[src/include/scp_defs.svh]
`ifndef SCP_DEFS_SVH
`define SCP_DEFS_SVH
`define SCP_IR_W        4
`define SCP_IR_BYPASS   4'hf
`define SCP_IR_CONFIG   4'he
`define SCP_IR_RESET    4'h1
`define SCP_FIFO_DEPTH  8
`define SCP_PULSE_NS    20000
`define SCP_CLK_NS      10
`define SCP_PULSE_CYC   (`SCP_PULSE_NS / `SCP_CLK_NS)
`endif

[src/include/scp_pkg.sv]
package scp_pkg;
	typedef enum logic [15:0] {
		TAP_RESET = 16'h0001, TAP_IDLE = 16'h0002, TAP_SEL_DR = 16'h0004,
		TAP_CAP_DR = 16'h0008, TAP_SH_DR = 16'h0010, TAP_EX1_DR = 16'h0020,
		TAP_PAU_DR = 16'h0040, TAP_EX2_DR = 16'h0080, TAP_UPD_DR = 16'h0100,
		TAP_SEL_IR = 16'h0200, TAP_CAP_IR = 16'h0400, TAP_SH_IR = 16'h0800,
		TAP_EX1_IR = 16'h1000, TAP_PAU_IR = 16'h2000, TAP_EX2_IR = 16'h4000,
		TAP_UPD_IR = 16'h8000
	} scp_tap_e;
	typedef struct packed {
		logic tck;
		logic tms;
		logic tdi;
	} scp_jtag_s;
	typedef struct packed {
		logic cclk;
		logic reset_oe;
		logic ce_n;
	} scp_cfg_s;
endpackage

[src/rtl/scp_readout.sv]
`timescale 1ns/1ns
`default_nettype none
`include "scp_defs.svh"
module scp_readout #(
	parameter int AW        = 20,                 // address width
	parameter int PULSE_CYC = `SCP_PULSE_CYC      // reload pulse length
) (
	input  wire logic               clk_sys,          // system clock
	input  wire logic               rstn,             // sync reset, active low
	input  wire scp_pkg::scp_cfg_s  cfg_pins,         // cclk, reset_oe, ce_n
	input  wire scp_pkg::scp_jtag_s jtag_pins,        // tck, tms, tdi
	output logic                    serial_data_line_o,  // data out value
	output logic                    serial_data_line_oe_n, // low drives
	output logic                    cascade_enable_out_n, // cascade enable
	output logic                    fpga_reload_pulse_n_o, // reload value
	output logic                    fpga_reload_pulse_n_oe_n, // low drives
	output logic                    tdo,              // scan data out
	output logic                    standby,          // low-power state
	output logic [AW-1:0]           mem_addr,         // storage address
	input  wire logic               mem_bit           // stored bit at addr
);
	import scp_pkg::*;
	initial begin
		if (AW < 2 || AW > 24 || PULSE_CYC < 1)
			$error("unsupported parameter values");
	end
	function automatic logic agree(input logic [2:0] s);
		return s[2] == s[1];
	endfunction
	// three-stage synchronisers; change counts when stages two and three agree
	logic [2:0] s_cclk_ff, s_oe_ff, s_ce_ff, s_tck_ff, s_tms_ff, s_tdi_ff;
	logic       cclk_ff, oe_ff, ce_n_ff, tck_ff, tms_ff, tdi_ff;
	always_ff @(posedge clk_sys) begin
		if (!rstn) begin
			s_cclk_ff <= 3'h0;
			s_oe_ff   <= 3'h0;
			s_ce_ff   <= 3'h7;
			s_tck_ff  <= 3'h0;
			s_tms_ff  <= 3'h7;
			s_tdi_ff  <= 3'h7;
		end else begin
			s_cclk_ff <= {s_cclk_ff[1:0], cfg_pins.cclk};
			s_oe_ff   <= {s_oe_ff[1:0], cfg_pins.reset_oe};
			s_ce_ff   <= {s_ce_ff[1:0], cfg_pins.ce_n};
			s_tck_ff  <= {s_tck_ff[1:0], jtag_pins.tck};
			s_tms_ff  <= {s_tms_ff[1:0], jtag_pins.tms};
			s_tdi_ff  <= {s_tdi_ff[1:0], jtag_pins.tdi};
		end
	end
	always_ff @(posedge clk_sys) begin
		if (!rstn) begin
			cclk_ff <= 1'b0;
			oe_ff   <= 1'b0;
			ce_n_ff <= 1'b1;
			tck_ff  <= 1'b0;
			tms_ff  <= 1'b1;
			tdi_ff  <= 1'b1;
		end else begin
			if (agree(s_cclk_ff)) cclk_ff <= s_cclk_ff[2];
			if (agree(s_oe_ff))   oe_ff   <= s_oe_ff[2];
			if (agree(s_ce_ff))   ce_n_ff <= s_ce_ff[2];
			if (agree(s_tck_ff))  tck_ff  <= s_tck_ff[2];
			if (agree(s_tms_ff))  tms_ff  <= s_tms_ff[2];
			if (agree(s_tdi_ff))  tdi_ff  <= s_tdi_ff[2];
		end
	end
	logic cclk_rise, tck_rise, tck_fall;
	assign cclk_rise = agree(s_cclk_ff) && s_cclk_ff[2] && !cclk_ff;
	assign tck_rise  = agree(s_tck_ff) && s_tck_ff[2] && !tck_ff;
	assign tck_fall  = agree(s_tck_ff) && !s_tck_ff[2] && tck_ff;

	// read-out counters
	logic [AW-1:0] addr_ff;
	logic          last_ff;   // all data clocked out
	logic          cas_ff;    // cascade active (low output)
	logic          lock_ff;   // high until read again
	logic          advance;
	assign advance = cclk_rise && !ce_n_ff && oe_ff;
	always_ff @(posedge clk_sys) begin
		if (!rstn || !oe_ff) begin
			addr_ff <= '0;
			last_ff <= 1'b0;
		end else if (advance && !last_ff) begin
			if (addr_ff == {AW{1'b1}})
				last_ff <= 1'b1;
			else
				addr_ff <= addr_ff + 1'b1;
		end
	end
	assign mem_addr = addr_ff;

	// buffer between storage and pin: each new address pushes its bit,
	// each counted edge pops the bit that was on the pin
	logic fifo_ready, fifo_valid, fifo_bit, fifo_pop, want_ff;
	always_ff @(posedge clk_sys) begin
		if (!rstn || !oe_ff)
			want_ff <= 1'b1;
		else if (advance && !last_ff && addr_ff != {AW{1'b1}})
			want_ff <= 1'b1;
		else if (fifo_ready)
			want_ff <= 1'b0;
	end
	assign fifo_pop = advance && !last_ff && fifo_valid;
	scp_fifo #(.WIDTH(1), .DEPTH(`SCP_FIFO_DEPTH)) u_fifo (
		.clk_sys   (clk_sys),
		.rstn      (rstn),
		.flush     (!oe_ff),
		.in_valid  (want_ff && oe_ff),
		.in_ready  (fifo_ready),
		.in_data   (mem_bit),
		.out_valid (fifo_valid),
		.out_ready (fifo_pop),
		.out_data  (fifo_bit)
	);
	logic dat_ff;
	always_ff @(posedge clk_sys) begin
		if (!rstn)
			dat_ff <= 1'b1;
		else if (fifo_valid)
			dat_ff <= fifo_bit;
	end
	assign serial_data_line_o = dat_ff;

	// cascade output
	always_ff @(posedge clk_sys) begin
		if (!rstn) begin
			cas_ff  <= 1'b0;
			lock_ff <= 1'b0;
		end else if (last_ff && !lock_ff) begin
			cas_ff <= 1'b1;
			if (!oe_ff)
				lock_ff <= 1'b1;
		end else if (lock_ff && addr_ff == {AW{1'b1}} && advance) begin
			lock_ff <= 1'b0;
		end else begin
			cas_ff <= 1'b0;
		end
	end
	assign cascade_enable_out_n = !(cas_ff && !lock_ff && !ce_n_ff);

	// test access port
	scp_tap_e            tap_ff;
	scp_tap_e            nxt_tap;
	logic [`SCP_IR_W-1:0] ir_sh_ff, ir_ff;
	logic                 byp_ff, tdo_ff;
	always_comb begin
		nxt_tap = tap_ff;
		case (tap_ff)
		TAP_RESET:  nxt_tap = tms_ff ? TAP_RESET : TAP_IDLE;
		TAP_IDLE:   nxt_tap = tms_ff ? TAP_SEL_DR : TAP_IDLE;
		TAP_SEL_DR: nxt_tap = tms_ff ? TAP_SEL_IR : TAP_CAP_DR;
		TAP_CAP_DR: nxt_tap = tms_ff ? TAP_EX1_DR : TAP_SH_DR;
		TAP_SH_DR:  nxt_tap = tms_ff ? TAP_EX1_DR : TAP_SH_DR;
		TAP_EX1_DR: nxt_tap = tms_ff ? TAP_UPD_DR : TAP_PAU_DR;
		TAP_PAU_DR: nxt_tap = tms_ff ? TAP_EX2_DR : TAP_PAU_DR;
		TAP_EX2_DR: nxt_tap = tms_ff ? TAP_UPD_DR : TAP_SH_DR;
		TAP_UPD_DR: nxt_tap = tms_ff ? TAP_SEL_DR : TAP_IDLE;
		TAP_SEL_IR: nxt_tap = tms_ff ? TAP_RESET : TAP_CAP_IR;
		TAP_CAP_IR: nxt_tap = tms_ff ? TAP_EX1_IR : TAP_SH_IR;
		TAP_SH_IR:  nxt_tap = tms_ff ? TAP_EX1_IR : TAP_SH_IR;
		TAP_EX1_IR: nxt_tap = tms_ff ? TAP_UPD_IR : TAP_PAU_IR;
		TAP_PAU_IR: nxt_tap = tms_ff ? TAP_EX2_IR : TAP_PAU_IR;
		TAP_EX2_IR: nxt_tap = tms_ff ? TAP_UPD_IR : TAP_SH_IR;
		TAP_UPD_IR: nxt_tap = tms_ff ? TAP_SEL_DR : TAP_IDLE;
		default:    nxt_tap = TAP_RESET;
		endcase
	end
	always_ff @(posedge clk_sys) begin
		if (!rstn)
			tap_ff <= TAP_RESET;
		else if (tck_rise)
			tap_ff <= nxt_tap;
	end
	always_ff @(posedge clk_sys) begin
		if (!rstn) begin
			ir_sh_ff <= '0;
			ir_ff    <= `SCP_IR_BYPASS;
			byp_ff   <= 1'b0;
		end else if (tck_rise) begin
			if (tap_ff == TAP_CAP_IR)
				ir_sh_ff <= `SCP_IR_RESET;
			else if (tap_ff == TAP_SH_IR)
				ir_sh_ff <= {tdi_ff, ir_sh_ff[`SCP_IR_W-1:1]};
			if (tap_ff == TAP_UPD_IR)
				ir_ff <= ir_sh_ff;
			else if (tap_ff == TAP_RESET)
				ir_ff <= `SCP_IR_BYPASS;
			if (tap_ff == TAP_CAP_DR)
				byp_ff <= 1'b0;
			else if (tap_ff == TAP_SH_DR)
				byp_ff <= tdi_ff;
		end
	end
	always_ff @(posedge clk_sys) begin
		if (!rstn)
			tdo_ff <= 1'b1;
		else if (tck_fall)
			tdo_ff <= (tap_ff == TAP_SH_IR) ? ir_sh_ff[0] : byp_ff;
	end
	assign tdo = tdo_ff;

	// reload pulse on config instruction update
	logic [$clog2(PULSE_CYC+1)-1:0] pulse_ff;
	always_ff @(posedge clk_sys) begin
		if (!rstn)
			pulse_ff <= '0;
		else if (tck_rise && tap_ff == TAP_UPD_IR && ir_sh_ff == `SCP_IR_CONFIG)
			pulse_ff <= ($clog2(PULSE_CYC+1))'(PULSE_CYC);
		else if (pulse_ff != '0)
			pulse_ff <= pulse_ff - 1'b1;
	end
	assign fpga_reload_pulse_n_o    = 1'b0;
	assign fpga_reload_pulse_n_oe_n = pulse_ff == '0;

	logic jtag_idle;
	assign jtag_idle = tap_ff == TAP_RESET || tap_ff == TAP_IDLE;
	assign standby   = jtag_idle && ce_n_ff;
	assign serial_data_line_oe_n = !(oe_ff && !ce_n_ff && !last_ff
		&& !standby);
endmodule
`default_nettype wire

[src/rtl/scp_fifo.sv]
`timescale 1ns/1ns
`default_nettype none
module scp_fifo #(
	parameter int WIDTH = 1,
	parameter int DEPTH = 8
) (
	input  wire logic             clk_sys,  // system clock
	input  wire logic             rstn,     // sync reset, active low
	input  wire logic             flush,    // drop contents
	input  wire logic             in_valid, // write request
	output logic                  in_ready, // space available
	input  wire logic [WIDTH-1:0] in_data,  // write data
	output logic                  out_valid,// data available
	input  wire logic             out_ready,// read accept
	output logic      [WIDTH-1:0] out_data  // read data
);
	localparam int AW = $clog2(DEPTH);
	initial begin
		if (DEPTH < 2 || (1 << AW) != DEPTH)
			$error("depth must be a power of two, at least 2");
	end
	logic [WIDTH-1:0] mem [DEPTH];
	logic [AW:0]      wp_ff;
	logic [AW:0]      rp_ff;
	assign in_ready  = (wp_ff - rp_ff) != (AW+1)'(DEPTH);
	assign out_valid = wp_ff != rp_ff;
	assign out_data  = mem[rp_ff[AW-1:0]];
	always_ff @(posedge clk_sys) begin
		if (!rstn || flush)
			wp_ff <= '0;
		else if (in_valid && in_ready)
			wp_ff <= wp_ff + 1'b1;
	end
	always_ff @(posedge clk_sys) begin
		if (in_valid && in_ready)
			mem[wp_ff[AW-1:0]] <= in_data;
	end
	always_ff @(posedge clk_sys) begin
		if (!rstn || flush)
			rp_ff <= '0;
		else if (out_valid && out_ready)
			rp_ff <= rp_ff + 1'b1;
	end
endmodule
`default_nettype wire

[config.mk]
export PLATFORM = sky130hd
export DESIGN_NAME = scp_readout
export DESIGN_NICKNAME = d
export VERILOG_FILES = /design/src/include/scp_pkg.sv /design/src/rtl/scp_readout.sv /design/src/rtl/scp_fifo.sv
export VERILOG_INCLUDE_DIRS = /design/src /design/src/include
export SDC_FILE = /design/constraint.sdc
export NUM_CORES = 1
export LEC_CHECK = 0
export BUFFER_PORTS_ARGS = -buffer_cell sky130_fd_sc_hd__clkbuf_2
export CAP_MARGIN = 20
export CORE_UTILIZATION = 55
export DETAILED_ROUTE_END_ITERATION = 8
export HOLD_SLACK_MARGIN = 0.06
export PLACE_DENSITY = 0.79
export SLEW_MARGIN = 20
export SYNTH_ARGS = -nofsm -noshare
export SYNTH_HDL_FRONTEND = slang
export SYNTH_SLANG_ARGS = --single-unit
[constraint.sdc]
create_clock -name clk_sys -period 4.1 [get_ports clk_sys]
set_input_delay 1.025 -clock clk_sys [delete_from_list [all_inputs] [get_ports clk_sys]]
set_output_delay 1.025 -clock clk_sys [all_outputs]
set_load 0.05 [all_outputs]
==> results.md, run 1 <==
* Fmax at 307 MHz
* Setup crit start: pulse_ff[0]$_SDFFE_PP0N_
* Post-Synthesis Cell Area at 4710 um2
* Placed insts at 632
* Max-slew violations at 0
* Placed inst area at 4910 um2
* CTS Hold Bufs at 0
* Hold Startpoint: s_tms_ff[0]$_SDFF_PN1_
* WS Path Type: flip-flop to output port
* Die footprint at 8930 um2
* Post-synthesis sequential area ratio at 43.4%
* Crit path launch type: flip-flop
* Iteration-0 DRC Markers at 190
* Design Area, Final at 5110 um2
* Crit path largest cell delay at 600 ps
* WL final at 9.24 mm
* Critical path's slowest cell: or4b_2
* Initial Util at 57.0%
* FF-to-FF Start: u_fifo.wp_ff[1]$_SDFFE_PP0P_
* I/O pins at 36
* Row count at 33
* Setup bufs post-CTS at 0
* Async set-or-reset flop fraction in the synthesized netlist at 0%
* Post-DP HPWL at 6.32 mm
* Clk sink count at 98
* Outcome: finished, final reports clean
* Global route total overflow at 0
* Clk pin slew, worst setup/hold paths at 100 ps
* Synth Instances at 516
* Rel. slew slack at 44.0%
* Max cap viols at 0
* Hold Crit Depth at 1
* First-pass GRT wire length at 15.5 mm
* Hold Crit Class: flip-flop to flip-flop
* Tmin final at 3260 ps
* Residual DRC at 0
* Actual slew at the worst max-slew pin at 840 ps
* Inserted Clock Buffers at 9
* Req. time, crit path at 3070 ps
* Post-synth EDFFs at 8
* Max VDD drop at 0.200 mV
* WP data arrival at 2230 ps
* Die span in x at 94.5 um
* RSZ-0062 raised after global routing: false
* Overall Global Routing Usage at 21.8%
* Routed via count at 3836
* ANT nets after route at 0
* Primary FF master, synth: dfxtp_1
* Vias/cell at 5.92
* Number of setup violations in the final report at 0
* Worst Path Max Fanout at 12
* Area growth, synth to finish at 8.51%
* Count of cell types in the netlist at 57
* TritonCTS clock tree: built
* H-tree depth at 3
* # diodes at 0
* Mean post-synth cell area at 9.12 um2
* Final nets at 558
* Leakage at 1.76 nW
* Die H at 94.5 um
* Yosys reg bits at 98
* Layout cells sized above 1 at 12.7%
* Ys Warns at 0
* Final period util at 79.4%
* Setup TNS at 0 ps
* Vias in the first global route at 3466
* Post-synth net total at 536
* GPL Wtd Cong at 0.908
* Clock skew at 12.4 ps
* Filler instances at 714
* CTS Root Cell: clkbuf_8
* Setup crit end kind: output port
* Final Hold Viols at 0
* TritonRoute pass-1 iters at 5
* Core ar. at 8260 um2
* Clock Latency Late Sink at 360 ps
* Crit path cell chain: inv_1 -> ha_1 -> or4b_2 -> nor4_2 -> buf_4 -> clkbuf_2
* Initial antenna violation count at 0
* Pin count of the biggest net entering global routing at 61
* R2R depth at 6
* Commonest cells after routing, fill and taps aside: 90 x dfxtp_1, 39 x nand2_1, 34 x clkbuf_2, 32 x nor2_1, 26 x a21oi_1
* Pwr dens at 399 nW/um2
* Layout Cells excl Fill at 648
* # port buffers at 34
* Most common cell after layout, fill and taps aside: dfxtp_1
* CTS max path bufs at 2
* Wirelength per Cell at 14.3 um
* Post-cts sizing count at 0
-- metal layers --
layer,GRT usage [%],part of all wire (%),up-vias
li1,-,-,1919
met1,26.7,46,1789
met2,37.3,48,108
met3,5.39,4.6,20
met4,6.94,1.5,0
met5,0,0,-
-- power by group --
part           switching (mW)  internal (mW)  total (mW)
registers              0.0493           1.02        1.07
clock network           0.337          0.262       0.599
logic                   0.192          0.175       0.367
-- area by class of cell --
type                    count  area, um2  share of cell area, %
multi-input cells         380       2500                   49.0
clock buffers              10        149                   2.92
inverters                  12       45.0                  0.882
repair buffers             37        193                   3.77
flip-flops and latches     98       2040                   40.0
clock inverters             6       43.8                  0.857
well taps                 105        131                   2.57
-- sequential cells by signal (all words and copies together) (netlist names), 3 cells and up --
register / count
s_tck_ff: 3
s_ce_ff: 3
ir_sh_ff: 4
s_tms_ff: 3
s_tdi_ff: 3
mem_addr: 20
tap_ff: 16
u_fifo.wp_ff: 4
s_cclk_ff: 3
pulse_ff: 11
u_fifo.mem: 8
s_oe_ff: 3
u_fifo.rp_ff: 4
-- cells by family (layout without fill, tap and decap cells) --
group / Yosys count / count (layout) / synth area share [%]
mux: 9 / 9 / 2.45
xor+xnor: 22 / 22 / 4.09
fa+ha+maj: 11 / 11 / 2.92
flops: 98 / 98 / 43.4
buf+inv: 38 / 65 / 3.43
simple gates: 240 / 240 / 30.7
compound gates: 97 / 97 / 12.9
other cells: 1 / 1 / 0.0797
-- stage by stage --
step	power, mW	utilization (%)	hold WS, ps	setup WS (ps)
6_report	2.04	61.8	414	844
5_1_grt	2.15	61.8	434	610
4_1_cts	2.06	61.8	418	828
3_5_place_dp	1.46	59.5	395	1240
3_3_place_gp	1.45	59.5	395	1290
2_1_floorplan	1.39	-	386	1360
-- path summary, 6_finish.rpt --
| kind | slack, ps | end |
|---|---|---|
| setup / recovery | 840 | fpga_reload_pulse_n_oe_n |
| hold / removal | 410 | s_tms_ff[1]$_SDFF_PN1_ |
| hold reg to reg | 410 | s_tms_ff[1]$_SDFF_PN1_ |
| setup reg to reg | 1720 | u_fifo.mem[1]$_DFFE_PP_ |
-- critical path, delay by kind of cell (launching register included) --
| kind | cells | cell delay (ps) |
|---|---|---|
| buffers and inverters | 3 | 610 |
| adder cells (fa/ha/maj) | 1 | 170 |
| AND/OR/NAND/NOR | 2 | 750 |
| flip-flops | 1 | 340 |
-- synth_stat cells, types with 10 or more instances --
cell type	number	share of area (%)
a21boi_0	10	1.6
a21oi_1	26	2.8
and2_1	17	2.3
clkbuf_1	16	1.3
dfxtp_1	90	38
ha_1	11	2.9
inv_1	12	0.96
nand2_1	39	3.1
nand2b_1	19	2.5
nand3_1	14	1.5
nand4_1	16	2.1
nor2_1	32	2.6
nor2b_1	14	1.9
nor3_1	13	1.4
nor4_1	10	1.3
o21ai_0	25	2.7
o31ai_1	11	1.8
or4_1	15	2.4
xnor2_1	19	3.5
(Power assumes the default switching activity.)
==> inputs of run 2 (changes only) <==
==> constraint.sdc (replaced) <==
create_clock -name clk_sys -period 3.12 [get_ports clk_sys]
set_input_delay 0.78 -clock clk_sys [delete_from_list [all_inputs] [get_ports clk_sys]]
set_output_delay 0.78 -clock clk_sys [all_outputs]
set_load 0.05 [all_outputs]
==> results.md, run 2 (same netlist as run 1, synthesis figures left out) <==
* GPL Wtd Cong at 0.915 (+0.79%)
* Number of setup violations in the final report at 0 (unchanged)
* Commonest cells after routing, fill and taps aside: 90 x dfxtp_1, 39 x nand2_1, 34 x clkbuf_2, 32 x nor2_1, 26 x a21oi_1
* R2R setup slack at 720 ps (-1000 ps)
* Setup crit end kind: output port
* TritonRoute pass-1 iters at 5 (unchanged)
* CTS Root Cell: clkbuf_8
* Initial antenna violation count at 0 (unchanged)
* I/O pins at 36 (unchanged)
* Setup TNS at 0 ps (unchanged)
* Wirelength per Cell at 14.1 um (-0.97%)
* Setup bufs post-CTS at 0 (unchanged)
* Max FFs per register at 20 (unchanged)
* Layout Cells excl Fill at 651 (+0.46%)
* Vias/cell at 5.90 (-0.41%)
* Core ar. at 8260 um2 (unchanged)
* Actual slew at the worst max-slew pin at 828 ps (-11.3 ps)
* WL final at 9.19 mm (-0.51%)
* First-pass GRT wire length at 15.2 mm (-1.7%)
* Leakage at 1.77 nW (+0.25%)
* Layout cells sized above 1 at 13.0% (+0.30 points)
* Max cap viols at 0 (unchanged)
* Clock Latency Late Sink at 360 ps (about the same)
* RSZ-0062 raised after global routing: false
* Overall Global Routing Usage at 21.2% (-0.57 points)
* Post-cts sizing count at 0 (unchanged)
* Filler instances at 689 (-3.5%)
* Die span in x at 94.5 um (unchanged)
* Placed insts at 635 (+0.47%)
* Hold Crit Class: flip-flop to flip-flop
* Tot Pwr at 2.65 mW (+30%)
* Vias in the first global route at 3447 (-0.55%)
* H-tree depth at 3 (unchanged)
* Clk pin slew, worst setup/hold paths at 100 ps (about the same)
* WS Path Type: flip-flop to output port
* TritonCTS clock tree: built
* Residual DRC at 0 (unchanged)
* Pin count of the biggest net entering global routing at 39 (-36%)
* Hold_ws at 419 ps (+5.71 ps)
* Fmax at 343 MHz
* Tmin final at 2920 ps
* Initial Util at 57.0% (unchanged)
* Worst Path Max Fanout at 7 (-5)
* Pwr dens at 519 nW/um2 (+30%)
* Post-DP HPWL at 6.50 mm (+2.8%)
* WP data arrival at 2140 ps (-90 ps)
* Final period util at 93.5%
* # diodes at 0 (unchanged)
* Max-slew violations at 0 (unchanged)
* Rel. slew slack at 44.8% (+0.75 points)
* Clk sink count at 98 (unchanged)
* Global route total overflow at 0 (unchanged)
* Most common cell after layout, fill and taps aside: dfxtp_1
* CTS max path bufs at 2 (unchanged)
* Max VDD drop at 0.261 mV (+30%)
* Clock skew at 15.6 ps (+3.13 ps)
* Row count at 33 (unchanged)
* Die footprint at 8930 um2 (unchanged)
* Final nets at 561 (+0.54%)
* Iteration-0 DRC Markers at 120 (-37%)
* Inserted Clock Buffers at 9 (unchanged)
* Die H at 94.5 um (unchanged)
* # port buffers at 34 (unchanged)
* CTS Hold Bufs at 0 (unchanged)
* Req. time, crit path at 2340 ps (-730 ps)
* Crit path launch type: flip-flop
* Routed via count at 3838 (+0.052%)
* Final Hold Viols at 0 (unchanged)
* Area growth, synth to finish at 8.67%
* ANT nets after route at 0 (unchanged)
* Outcome: finished, final reports clean
-- run 2: final cells by class --
type	instances	area, um2	area share, %
Sequential cell	98	2040	39.9
Multi-Input combinational cell	380	2500	48.9
Inverter	12	45.0	0.881
Timing Repair Buffer	40	215	4.21
Tap cell	105	131	2.57
Clock inverter	6	50.0	0.978
Clock buffer	10	128	2.50
-- run 2: where the power goes --
group	leakage [nW]	internal (mW)	total (mW)	switching, mW
registers	0.803	1.34	1.41	0.0665
clock network	0.0892	0.302	0.756	0.454
logic	0.874	0.229	0.488	0.259
-- run 2: critical path, cell delays in order, from the launching register on --
cell,delay [ps]
dfxtp_1,420
nor4_4,510
nand4_1,220
a21oi_1,210
and2_1,160
clkbuf_2,270
-- run 2: final timing paths --
| check | start | endpoint | cells after the start |
|---|---|---|---|
| max | tap_ff[4]$_SDFFE_PN0P_ | standby | 5 |
| min | s_tms_ff[0]$_SDFF_PN1_ | s_tms_ff[1]$_SDFF_PN1_ | 1 |
| min reg2reg | s_tms_ff[0]$_SDFF_PN1_ | s_tms_ff[1]$_SDFF_PN1_ | 1 |
| max reg2reg | u_fifo.wp_ff[1]$_SDFFE_PP0P_ | u_fifo.mem[1]$_DFFE_PP_ | 6 |
-- run 2: metal layers --
metal  routed length, um  vias to the layer above  GRT usage (%)
met3                 386                       13           4.91
met1                4010                     1820           26.6
met4                 101                        0           5.43
li1                    -                     1924              -
met2                4690                       81           36.5
met5                   0                        -              0
-- run 2: through the flow --
| step | worst slack, ps | utilization [%] | cell area, um2 |
|---|---|---|---|
| after floorplan | 624 | - | 4710 |
| after global placement | 681 | 59.8 | 4940 |
| after detailed placement | 628 | 59.8 | 4940 |
| after CTS | 203 | 61.9 | 5110 |
| after global routing | 37.7 | 61.9 | 5110 |
| final | 202 | 61.9 | 5110 |
==> inputs of run 3 (changes only) <==
--- a/config.mk
+++ b/config.mk
@@ -8,10 +8,12 @@
 export LEC_CHECK = 0
 export BUFFER_PORTS_ARGS = -buffer_cell sky130_fd_sc_hd__clkbuf_2
 export CAP_MARGIN = 20
-export CORE_UTILIZATION = 55
+export CELL_PAD_IN_SITES_DETAIL_PLACEMENT = 1
+export CELL_PAD_IN_SITES_GLOBAL_PLACEMENT = 1
+export CORE_UTILIZATION = 46
 export DETAILED_ROUTE_END_ITERATION = 8
 export HOLD_SLACK_MARGIN = 0.06
-export PLACE_DENSITY = 0.79
+export PLACE_DENSITY = 0.84
 export SLEW_MARGIN = 20
 export SYNTH_ARGS = -nofsm -noshare
 export SYNTH_HDL_FRONTEND = slang
==> results.md, run 3 (same netlist as run 1, synthesis figures left out) <==
* Inserted Clock Buffers at 9 (unchanged)
* Residual DRC at 0 (unchanged)
* WP data arrival at 2120 ps (-20 ps)
* Row count at 36 (+9.1%)
* Max FFs per register at 20 (unchanged)
* Vias in the first global route at 3855 (+12%)
* Die H at 103 um (+9.1%)
* Max VDD drop at 0.435 mV (+67%)
* Req. time, crit path at 2340 ps (about the same)
* First-pass GRT wire length at 18.0 mm (+18%)
* Routed via count at 3898 (+1.6%)
* R2R setup slack at 690 ps (-30 ps)
* Commonest cells after routing, fill and taps aside: 90 x dfxtp_1, 39 x nand2_1, 34 x clkbuf_2, 32 x nor2_1, 26 x a21oi_1
* Layout cells sized above 1 at 13.0% (+0.024 points)
* Final period util at 93.0% (-0.50 points)
* Clock skew at 14.0 ps (-1.60 ps)
* WS Path Type: flip-flop to output port
* Clock Latency Late Sink at 360 ps (about the same)
* Global route total overflow at 0 (unchanged)
* Rel. slew slack at 43.5% (-1.3 points)
* R2R depth at 6 (unchanged)
* Max-slew violations at 0 (unchanged)
* Tmin final at 2900 ps (-15.5 ps)
* Initial Util at 47.7% (-9.3 points)
* Core ar. at 9860 um2 (+19%)
* Pwr dens at 545 nW/um2 (+5.0%)
* I/O pins at 36 (unchanged)
* Initial antenna violation count at 0 (unchanged)
* Iteration-0 DRC Markers at 130 (+8.3%)
* Post-DP HPWL at 7.54 mm (+16%)
* RR Endpoint: u_fifo.mem[1]$_DFFE_PP_
* Setup bufs post-CTS at 0 (unchanged)
* RSZ-0062 raised after global routing: false
* Post-cts sizing count at 0 (unchanged)
* Hold path endpoint: s_ce_ff[1]$_SDFF_PN1_
* ANT nets after route at 0 (unchanged)
* H-tree depth at 3 (unchanged)
* Pin count of the biggest net entering global routing at 35 (-10%)
* WL final at 10.7 mm (+17%)
* CTS Hold Bufs at 0 (unchanged)
* Hold Startpoint: s_ce_ff[0]$_SDFF_PN1_
* Vias/cell at 5.75 (-2.5%)
* TritonRoute pass-1 iters at 4 (-1)
* Leakage at 1.78 nW (+1.1%)
* # diodes at 0 (unchanged)
* Crit path launch type: flip-flop
* Hold_ws at 417 ps (-2.63 ps)
* Number of setup violations in the final report at 0 (unchanged)
* # port buffers at 34 (unchanged)
* FF-to-FF Start: u_fifo.wp_ff[1]$_SDFFE_PP0P_
* Final nets at 560 (-0.18%)
* Most common cell after layout, fill and taps aside: dfxtp_1
* Overall Global Routing Usage at 21.5% (+0.35 points)
* Setup crit end kind: output port
* Hold Crit Class: flip-flop to flip-flop
* Final Hold Viols at 0 (unchanged)
* GPL Wtd Cong at 0.828 (-9.5%)
* Die span in x at 103 um (+9.1%)
* CTS max path bufs at 2 (unchanged)
* Clk sink count at 98 (unchanged)
* Clk pin slew, worst setup/hold paths at 100 ps (about the same)
* Wirelength per Cell at 15.8 um (+12%)
* Setup TNS at 0 ps (unchanged)
* Die footprint at 10600 um2 (+19%)
* Outcome: finished, final reports clean
* Area growth, synth to finish at 10.3%
* Fmax at 345 MHz (+0.53%)
* Worst Path Max Fanout at 7 (unchanged)
* Actual slew at the worst max-slew pin at 848 ps (+19.1 ps)
* CTS Root Cell: clkbuf_8
* Hold Crit Depth at 1 (unchanged)
* TritonCTS clock tree: built
* Max cap viols at 0 (unchanged)
[run 3: area by class of cell]
cell class | count | area [um2]
clock inverters | 5 | 66.3
clock buffers | 11 | 163
fillers | 1157 | 4670
flip-flops and latches | 98 | 2040
inverters | 12 | 45.0
well taps | 133 | 166
multi-input cells | 380 | 2500
repair buffers | 39 | 208
[run 3: worst max-delay path, cell delays in order, from the launching register on]
cell      delay, ps
dfxtp_1         410
nor4_4          490
nand4_1         210
a21oi_1         230
and2_1          150
clkbuf_2        270
[run 3: layer usage]
layer  track usage [%]  part of all wire, %
met5                 0                    0
met4              7.37                  1.7
met3              3.59                  3.0
met2              37.0                   51
met1              27.4                   45
[run 3: worst max path at each step]
| stage | slack (ps) | endpoint | start | cells past startpoint |
|---|---|---|---|---|
| after floorplan | 620 | standby | tap_ff[12]$_SDFFE_PN0P_ | 5 |
| after global placement | 680 | fpga_reload_pulse_n_oe_n | pulse_ff[0]$_SDFFE_PP0N_ | 5 |
| after detailed placement | 600 | standby | tap_ff[4]$_SDFFE_PN0P_ | 5 |
| after CTS | 180 | fpga_reload_pulse_n_oe_n | pulse_ff[0]$_SDFFE_PP0N_ | 5 |
| after global routing | 50 | standby | tap_ff[4]$_SDFFE_PN0P_ | 5 |
| final | 220 | standby | tap_ff[4]$_SDFFE_PN0P_ | 5 |
[run 3: metrics by stage]
step | instance area (um2) | cells | power (mW) | setup WS (ps) | utilization [%]
floorplan | 4710 | 516 | 1.83 | 624 | -
global placement | 4960 | 662 | 1.91 | 682 | 50.3
detailed placement | 4960 | 662 | 1.94 | 604 | 50.3
CTS | 5190 | 678 | 2.87 | 181 | 52.7
global route | 5190 | 678 | 2.99 | 46.0 | 52.7
finish | 5190 | 678 | 2.83 | 218 | 52.7
[run 3: power by group]
part	leakage (nW)	internal [mW]	switching (mW)
clock network	0.114	0.453	0.466
registers	0.803	1.34	0.0670
logic	0.869	0.230	0.271
total	1.78	2.03	0.804
